[config.mk]
export PLATFORM = sky130hd
export DESIGN_NAME = iosd_decoder
export DESIGN_NICKNAME = d
export VERILOG_FILES = /design/src/core/iosd_scratch.v /design/src/core/iosd_decoder.v
export VERILOG_INCLUDE_DIRS = /design/src /design/src/core
export SDC_FILE = /design/constraint.sdc
export NUM_CORES = 1
export LEC_CHECK = 0
export BUFFER_PORTS_ARGS = -buffer_cell sky130_fd_sc_hd__buf_4
export CORE_UTILIZATION = 47
export CTS_CLUSTER_DIAMETER = 120
export DETAILED_ROUTE_END_ITERATION = 10
export PLACE_DENSITY = 0.82
export SETUP_SLACK_MARGIN = 0.2
export SLEW_MARGIN = 10
export SYNTH_ARGS = -nofsm -noshare
export SYNTH_HDL_FRONTEND = slang
export SYNTH_HIERARCHICAL = 1
export SYNTH_SLANG_ARGS = --single-unit
[constraint.sdc]
create_clock -name clock -period 3.05 [get_ports clock]
set_clock_uncertainty 0.05 [all_clocks]
set_input_delay 0.305 -clock clock [delete_from_list [all_inputs] [get_ports clock]]
set_output_delay 0.305 -clock clock [all_outputs]
set_load 0.005 [all_outputs]
[src/core/iosd_defines.vh]
// constants for the i/o space decoder and scratch registers
// assumes a core that presents i/o or data-space addresses per cycle
`ifndef IOSD_DEFINES_VH
`define IOSD_DEFINES_VH

`define IOSD_IO_SPAN      8'h40
`define IOSD_BIT_SPAN     8'h20
`define IOSD_DATA_OFFSET  8'h20
`define IOSD_EXT_LO       8'h60
`define IOSD_EXT_HI       8'hFF
`define IOSD_SCRATCH0_IO  6'h1E
`define IOSD_SCRATCH1_IO  6'h0A
`define IOSD_SCRATCH2_IO  6'h0B
`define IOSD_SCRATCH3_IO  6'h19
`define IOSD_SCRATCH_RST  8'h00
`define IOSD_OP_NONE      3'h0
`define IOSD_OP_READ      3'h1
`define IOSD_OP_WRITE     3'h2
`define IOSD_OP_BSET      3'h3
`define IOSD_OP_BCLR      3'h4
`define IOSD_OP_BTEST     3'h5

`endif

[src/core/iosd_scratch.v]
// one 8-bit scratch register with byte write and single-bit update
// assumes strobes come from the decoder on the same clock
`timescale 1ns/100ps
`include "iosd_defines.vh"
module iosd_scratch #(
  parameter WIDTH = 8
) (
  input  wire             clock,
  input  wire             rst,
  input  wire             wr_en,
  input  wire [WIDTH-1:0] wr_data,
  input  wire             bit_en,
  input  wire [2:0]       bit_sel,
  input  wire             bit_val,
  output wire [WIDTH-1:0] value
);
  reg  [WIDTH-1:0] value_ff;
  reg  [WIDTH-1:0] nxt_value;

  always @* begin
    nxt_value = value_ff;
    if (wr_en)
      nxt_value = wr_data;
    else if (bit_en)
      nxt_value[bit_sel] = bit_val;
  end

  always @(posedge clock or posedge rst) begin
    if (rst)
      value_ff <= `IOSD_SCRATCH_RST;
    else
      value_ff <= nxt_value;
  end

  assign value = value_ff;
endmodule

[src/core/iosd_decoder.v]
// i/o space decoder with four scratch registers
// assumes the core issues one access per cycle and holds no other bus
`timescale 1ns/100ps
`include "iosd_defines.vh"
// How it works
// - bit set and clear instructions modify bits in low i/o region
// - skip-if-bit tests read one selected bit of low region registers
// - short i/o instructions use addresses 0x00 to 0x3F only
// - data-space access to an i/o register adds 0x20 to its address
// - every i/o register is reachable with data-space load and store
// - extended range 0x60 to 0xFF only via load and store
// - some status flags clear on a written one, zero leaves them
// - bit set and clear touch only the addressed bit
// - four fully read-write 8-bit scratch registers
// - scratch registers sit in low region with bit access
// - scratch registers reset to zero
module iosd_decoder #(
  parameter NREG = 4
) (
  input  wire        clock,
  input  wire        rst,
  input  wire [2:0]  io_op,
  input  wire        io_space,
  input  wire [7:0]  io_addr,
  input  wire [7:0]  io_wdata,
  input  wire [2:0]  io_bit,
  output reg  [7:0]  io_rdata_ff,
  output reg         io_bit_state_ff,
  output reg         io_skip_ff,
  output reg         io_hit_ff,
  output wire        per_io_valid,
  output wire        per_ext_valid,
  output wire [7:0]  per_addr,
  output wire        per_wr,
  output wire        per_rd,
  output wire [7:0]  per_wdata,
  output wire        per_bit_op,
  output wire [2:0]  per_bit,
  output wire        per_bit_val,
  input  wire [7:0]  per_rdata,
  input  wire        per_hit
);
  // normalised i/o index; io_space=1 means short i/o instruction
  reg  [7:0]  idx;
  reg         is_io;
  reg         is_ext;
  wire        is_bitop;
  wire        in_bit;
  wire [5:0]  sc_addr [0:3];
  wire [7:0]  sc_val  [0:NREG-1];
  reg  [NREG-1:0] sc_hit;
  reg  [7:0]  rd_mux;
  reg         hit_any;
  integer     k;

  assign sc_addr[0] = `IOSD_SCRATCH0_IO;
  assign sc_addr[1] = `IOSD_SCRATCH1_IO;
  assign sc_addr[2] = `IOSD_SCRATCH2_IO;
  assign sc_addr[3] = `IOSD_SCRATCH3_IO;

  assign is_bitop = (io_op == `IOSD_OP_BSET) || (io_op == `IOSD_OP_BCLR) ||
                    (io_op == `IOSD_OP_BTEST);

  always @* begin
    idx    = 8'h00;
    is_io  = 1'b0;
    is_ext = 1'b0;
    if (io_space || is_bitop) begin
      idx   = {2'b00, io_addr[5:0]};
      is_io = (io_addr < `IOSD_IO_SPAN);
    end else if (io_addr >= `IOSD_EXT_LO) begin
      idx    = io_addr;
      is_ext = 1'b1;
    end else if (io_addr >= `IOSD_DATA_OFFSET) begin
      idx   = io_addr - `IOSD_DATA_OFFSET;
      is_io = 1'b1;
    end
  end

  // bit ops limited to low region
  assign in_bit = is_io && (idx < `IOSD_BIT_SPAN);

  wire op_ok = (io_op != `IOSD_OP_NONE) && (is_ext || (is_io &&
               (!is_bitop || in_bit)));

  always @* begin
    sc_hit = {NREG{1'b0}};
    for (k = 0; k < NREG; k = k + 1)
      sc_hit[k] = op_ok && is_io && (idx[5:0] == sc_addr[k]);
  end

  genvar g;
  generate
    for (g = 0; g < NREG; g = g + 1) begin : gen_sc
      iosd_scratch #(.WIDTH(8)) u_sc (
        .clock   (clock),
        .rst     (rst),
        .wr_en   (sc_hit[g] && (io_op == `IOSD_OP_WRITE)),
        .wr_data (io_wdata),
        .bit_en  (sc_hit[g] && ((io_op == `IOSD_OP_BSET) ||
                                (io_op == `IOSD_OP_BCLR))),
        .bit_sel (io_bit),
        .bit_val (io_op == `IOSD_OP_BSET),
        .value   (sc_val[g])
      );
    end
  endgenerate

  // peripheral valid strobes blocked when nothing valid is addressed or a scratch hits; per_rd/per_wr follow io_op ungated
  assign per_io_valid  = op_ok && is_io && (sc_hit == {NREG{1'b0}});
  assign per_ext_valid = op_ok && is_ext;
  assign per_addr      = idx;
  assign per_rd        = (io_op == `IOSD_OP_READ) ||
                         (io_op == `IOSD_OP_BTEST);
  assign per_wr        = (io_op == `IOSD_OP_WRITE);
  assign per_wdata     = io_wdata;
  // flags see a single-bit op, not a byte write
  assign per_bit_op    = (io_op == `IOSD_OP_BSET) ||
                         (io_op == `IOSD_OP_BCLR);
  assign per_bit       = io_bit;
  assign per_bit_val   = (io_op == `IOSD_OP_BSET);

  always @* begin
    rd_mux  = 8'h00;
    hit_any = 1'b0;
    for (k = 0; k < NREG; k = k + 1)
      if (sc_hit[k]) begin
        rd_mux  = sc_val[k];
        hit_any = 1'b1;
      end
    if (!hit_any && (per_io_valid || per_ext_valid) && per_hit) begin
      rd_mux  = per_rdata;
      hit_any = 1'b1;
    end
  end

  always @(posedge clock or posedge rst) begin
    if (rst) begin
      io_rdata_ff     <= 8'h00;
      io_bit_state_ff <= 1'b0;
      io_skip_ff      <= 1'b0;
      io_hit_ff       <= 1'b0;
    end else begin
      io_rdata_ff     <= hit_any ? rd_mux : 8'h00;
      io_hit_ff       <= hit_any;
      io_bit_state_ff <= rd_mux[io_bit];
      io_skip_ff      <= (io_op == `IOSD_OP_BTEST) && hit_any &&
                         rd_mux[io_bit];
    end
  end
endmodule

**After elaboration in Yosys (flattened, before gate mapping)**

Index checks and enable logic that the tools add are counted.

- Register bits after elaboration: 43
- Bits of input ports: 34
- Output and inout bits: 36
- Logic and storage cells: 97

- Add/subtract/negate cells: 1
- Order comparisons: 6
- Equality and inequality tests: 9
- Muxes and demuxes: 35
- Reductions and logical operators: 38

Operator list:

| cell | number |
|---|---|
| $mux W8 | 17 |
| $bwmux W8 | 4 |
| $logic_and A1 B1 Y1 | 23 |
| $eq A6 B4 Y1 const B | 2 |
| $eq A6 B5 Y1 const B | 2 |
| $mux W1 | 12 |
| $ge A8 B6 Y1 const B | 1 |
| $ge A8 B7 Y1 const B | 1 |
| $lt A8 B6 Y1 const B | 1 |
| $lt A8 B7 Y1 const B | 1 |
| $reduce_bool A2 Y1 | 4 |
| $sub A8 B6 Y8 const B | 1 |
| $logic_or A1 B1 Y1 | 7 |
| $eq A3 B2 Y1 const B | 2 |
| $eq A3 B3 Y1 const B | 2 |
| $logic_not A4 Y1 | 1 |
| $lt A3 B4 Y1 const B | 1 |
| $bmux W1 S3 | 1 |
| $demux W1 S3 | 1 |
| $eq A3 B1 Y1 const B | 1 |
| $ge A3 B1 Y1 const B | 1 |
| $reduce_bool A3 Y1 | 1 |
| $logic_not A1 Y1 | 2 |

**Logic depth before layout (Yosys ltp)**

- Depth after elaboration: 24
- Mapped depth: 11
- Mapped depth without buffers: 11

**By module**

The synthesis kept the hierarchy.

Modules (own cells, without submodules):

| module | instances | cells each | area each (um2) | seq. area each (um2) |
|---|---|---|---|---|
| iosd_scratch | 4 | 43 | 447.9 | 200.2 |
| iosd_decoder | 1 | 210 | 1,595.3 | 275.3 |

**Worst setup path before layout**

Ideal clock, no wire load.

- Path kind: input to register
- Start point: input port io_addr[5]
- End point: register gen_sc[0].u_sc.value_ff[0]
- Setup time: 0.141 ns
- Data arrival time: 2.433 ns
- Data required time: 2.859 ns
- Setup slack: 0.425 ns
- Stages: 10
- Buffers on the path: 0
- Cells stage by stage: ha_1 -> nor4b_1 -> a221oi_1 -> nand3_1 -> nand2_1 -> nand3_1 -> nor3_1 -> nor4b_2 -> mux2i_1 -> o21ai_1

- Cells in the longest elaborated chain, start to end: 14
- Elaborated cells between the ends (all ways): 25
- Classes of those cells: add/sub (1); order compare (4); eq/ne (1); mux (9); reduce/logical (10)

Ends and longest elaborated chain:

| item | line | text |
|---|---|---|
| start: declaration | iosd_decoder.v:24 | `input wire [7:0] io_addr,` |
| $sub A8 B6 Y8 (no source line) / $ge A8 B6 Y1 (equally long branches) | - |  |
| $mux W8 | iosd_decoder.v:74 | `` end else if (io_addr >= `IOSD_DATA_OFFSET) begin `` |
| $mux W8 | iosd_decoder.v:71 | `` end else if (io_addr >= `IOSD_EXT_LO) begin `` |
| $mux W8 | iosd_decoder.v:68 | `if (io_space \|\| is_bitop) begin` |
| $lt A8 B6 Y1 (no source line) | - |  |
| $logic_and A1 B1 Y1 | iosd_decoder.v:81 | `` assign in_bit = is_io && (idx < `IOSD_BIT_SPAN); `` |
| $logic_or A1 B1 Y1 | iosd_decoder.v:84 | `(!is_bitop \|\| in_bit)));` |
| $logic_and A1 B1 Y1 | iosd_decoder.v:83 | `` wire op_ok = (io_op != `IOSD_OP_NONE) && (is_ext \|\| (is_io && `` |
| $logic_or A1 B1 Y1 | iosd_decoder.v:83 |  |
| $logic_and A1 B1 Y1 | iosd_decoder.v:83 |  |
| $logic_and A1 B1 Y1 | iosd_decoder.v:89 | `sc_hit[k] = op_ok && is_io && (idx[5:0] == sc_addr[k]);` |
| $logic_and A1 B1 Y1 (*) | iosd_decoder.v:89 |  |
| $logic_and A1 B1 Y1, on equally long branches | iosd_decoder.v:98, iosd_decoder.v:100 |  |
| $mux W8 / $reduce_bool A2 Y1 (equally long branches) | - |  |
| end signal: assignment | iosd_scratch.v:30 | `` value_ff <= `IOSD_SCRATCH_RST; `` |
| end signal: assignment | iosd_scratch.v:32 | `value_ff <= nxt_value;` |
| end: declaration | iosd_scratch.v:17 | `reg [WIDTH-1:0] value_ff;` |

Mark *: on every way between the ends. The rest lies on a longest branch, timed or not.
A chain may end at the register's enable or synchronous reset.

**Worst setup path in the final report**

- Start point: input port io_addr[5]
- End point: register gen_sc[1].u_sc.value_ff[0]

- Cells in the longest elaborated chain, start to end: 14
- Elaborated cells between the ends (all ways): 25
- Classes of those cells: add/sub (1); order compare (4); eq/ne (1); mux (9); reduce/logical (10)

Ends and longest elaborated chain:

| item | line |
|---|---|
| $sub A8 B6 Y8 (no source line) / $ge A8 B6 Y1 (equally long branches) | - |
| $mux W8 | iosd_decoder.v:74 |
| $mux W8 | iosd_decoder.v:71 |
| $mux W8 | iosd_decoder.v:68 |
| $lt A8 B6 Y1 (no source line) | - |
| $logic_and A1 B1 Y1 | iosd_decoder.v:81 |
| $logic_or A1 B1 Y1 | iosd_decoder.v:84 |
| $logic_and A1 B1 Y1 | iosd_decoder.v:83 |
| $logic_or A1 B1 Y1 | iosd_decoder.v:83 |
| $logic_and A1 B1 Y1 | iosd_decoder.v:83 |
| $logic_and A1 B1 Y1 | iosd_decoder.v:89 |
| $logic_and A1 B1 Y1 (*) | iosd_decoder.v:89 |
| $logic_and A1 B1 Y1, on equally long branches | iosd_decoder.v:98, iosd_decoder.v:100 |
| $mux W8 / $reduce_bool A2 Y1 (equally long branches) | - |
| end signal: assignment | iosd_scratch.v:30 |
| end signal: assignment | iosd_scratch.v:32 |
| end: declaration | iosd_scratch.v:17 |

Marks and branches as above.

==> run metrics <==
Worst VDD drop=between 0.0002 and 0.00025 V; DRT Pass-1 Iters=5; post-synthesis cell type count=71; hold buffers post-CTS=1; DRC=0; layout cells sized above 1=about a quarter; vias in the first global route=2,958; sum of negative setup slack=0 ns; Post CTS Setup Buffer Count=0; cell mode on critical path=nand3_1; Synth Instances=382; PortBufs=69; Post-Syn Area per Cell=roughly 8.9 um2; clock-pin slew on the worst setup and hold paths=0.09 ns; GP Congestion=0.970; Startpoint Class=input pin; Post-synth EDFFs=0; Mapped Area=3390 um2; asr flop ratio synth=100%; CP startpoint=io_addr[5]; Total GRT Usage=25.3%; CTS Buf Count=5; Fmax achieved=0.396 GHz; top_reg_cell synth=dfrtp_1; outcome=completed; CTS Buffer Depth=2; Cell Rows=30; I/O pin cnt=70; top-count cell post-synth=nand2_1; Die W=86.9 um; top cell type's share of synthesized area=31.8%; H-tree levels=2; CP max-delay cell=a221oi_1; post-synth top area cell=dfrtp_1; Final setup viols=0; maxcap violations=0; largest net degree at the start of global routing=43; Worst setup EP type=flop; Mapped Nets=approximately 420; critical-path cell list=buf_4, ha_1, nor4b_1, a221oi_1, nand3_1, nand2_1, nand3_1, nor2_1, nor4b_2, mux2i_1, o21ai_1; Largest stage delay, worst path=0.48 ns; Crit path buffers/inverters=1; Hold Crit Start=io_wdata[7]; fill count=632; n_diodes=0; first-pass GRT wire length=14,900 um; max_slew headroom=65.4%; CTS Root Cell=clkbuf_8; final worst-path cycle share=82.8%; largest cells by area after synthesis=dfrtp_1, mux2i_1, nand2_1; latest clock arrival within the worst-skew pair=roughly 0.31 ns; Fin. Hold Viols=0; vias per std cell=6.04; Min-Delay Path Class=input pin to flop; detailed-route via count=3,245; Req. time, crit path=roughly 3.2 ns; Seq/Total Area, Yosys=a little under a third; Power Dens Cells=~330 nW/um2; post-cts resize count=0; Min Clock Period, post-route=roughly 2.5 ns; Crit Path Max Fanout=8; RR Startpoint=gen_sc[0].u_sc/value[0]$_DFFE_PP0P_; CTS tree=built; LEAKAGE=between 1.5 and 2 nW; grt ovf=0; fin worst setup slack=0.525 ns; chip height=86.9 um; Final Max Slew Viols=0; Synth Register Bits=43; Synth top cells by count=nand2_1, dfrtp_1, mux2i_1; WL/cell=17.2 um; core area=roughly 6900 um2; DIE AREA=7550 um2; RSZ-0062 raised after global routing=no; clock sink count=43; WL final=roughly 9300 um; starting density of the core=about half; Routed Antenna Nets=0; initial antenna violation count=0; Place WS=around 0.23 ns; Crit Path Class=input pin to flop; P&R area growth vs syn=20.3%; nets=477; Synthesis Warnings=6; worst slew pin tran=0.517 ns; DR iter-0 viols=230; delay-heaviest family, CP=simple AND/OR/NAND/NOR gates; HPWL after detailed placement=6400 um; WP data arrival=2.67 ns
report_power, final:
part / total [W] / switching [W] / internal, W
logic: 0.000285 / 0.000162 / 0.000123
registers: 0.000589 / 0.00000544 / 0.000583
clock network: 0.000487 / 0.000217 / 0.000270
total: 0.00136 / 0.000384 / 0.000975
flip-flops by register name, summed over array words and instances (netlist names):
register           cells
io_bit_state_ff        1
gen_sc.u_sc/value     32
io_skip_ff             1
io_rdata_ff            8
io_hit_ff              1
path summary, 6_finish.rpt:
kind                       slack [ns]                                  end  cells past startpoint
max                              0.52  gen_sc[1].u_sc/value[0]$_DFFE_PP0P_                     11
min                              0.21  gen_sc[2].u_sc/value[7]$_DFFE_PP0P_                      3
max reg2reg                      1.22                 io_skip_ff$_DFF_PP0_                      7
min reg2reg                      0.51  gen_sc[0].u_sc/value[4]$_DFFE_PP0P_                      2
max in group asynchronous        2.11             io_rdata_ff[4]$_DFF_PP0_                      3
min in group asynchronous        0.49  gen_sc[2].u_sc/value[7]$_DFFE_PP0P_                      3
final cells by class:
type	instances	area, um2	share of cell area (%)
flip-flops and latches	43	1080	26.4
clock inverters	2	38.8	0.952
repair buffers	82	618	15.2
inverters	11	46.3	1.14
well taps	96	120	2.95
clock buffers	6	82.6	2.03
multi-input cells	297	2090	51.4
metrics by stage:
stage          power [W]  util (%)  hold WS, ns  area, um2  cells
2_1_floorplan   0.000744         -       0.0707       3390    382
3_3_place_gp    0.000874      57.4        0.261       3940    528
3_5_place_dp    0.000880      57.4        0.263       3940    528
4_1_cts          0.00136      59.3        0.213       4070    537
5_1_grt          0.00141      59.3        0.224       4070    537
6_report         0.00136      59.3        0.212       4070    537
placed cells by master, fill, tap and decap left out, types with 5 or more instances in the layout:
cell type / count
a21oi_1: 7
a22oi_1: 10
and4bb_1: 8
buf_4: 81
clkbuf_8: 6
dfrtp_1: 43
inv_1: 10
mux2i_1: 33
nand2_1: 51
nand3_1: 7
nand4_1: 6
nand4b_1: 13
nor2_1: 22
nor2b_1: 5
o21ai_0: 28
o21ai_1: 18
kinds of logic after synthesis:
group / after synthesis / share of synthesized area, %
flops: 43 / 31.8
fa+ha+maj: 3 / 1.11
compound gates: 102 / 21.1
mux: 35 / 10.5
simple gates: 156 / 28.8
buf+inv: 42 / 6.47
xor+xnor: 1 / 0.259
per-layer routing:
metal	GRT usage (%)	wire, um	up-vias
met2	40.9	4340	164
met4	6.82	119	0
met3	4.45	760	12
met1	34.9	4040	1542
li1	-	-	1527
met5	0	0	-
worst register-to-register path, delay by kind of cell (launching register included):
family / cells / cell delay, ns
DFF: 1 / 0.37
AOI/OAI and AO/OA: 5 / 1.05
and+or+nand+nor: 2 / 0.28
Note: power is estimated with default switching activity, not from simulation.
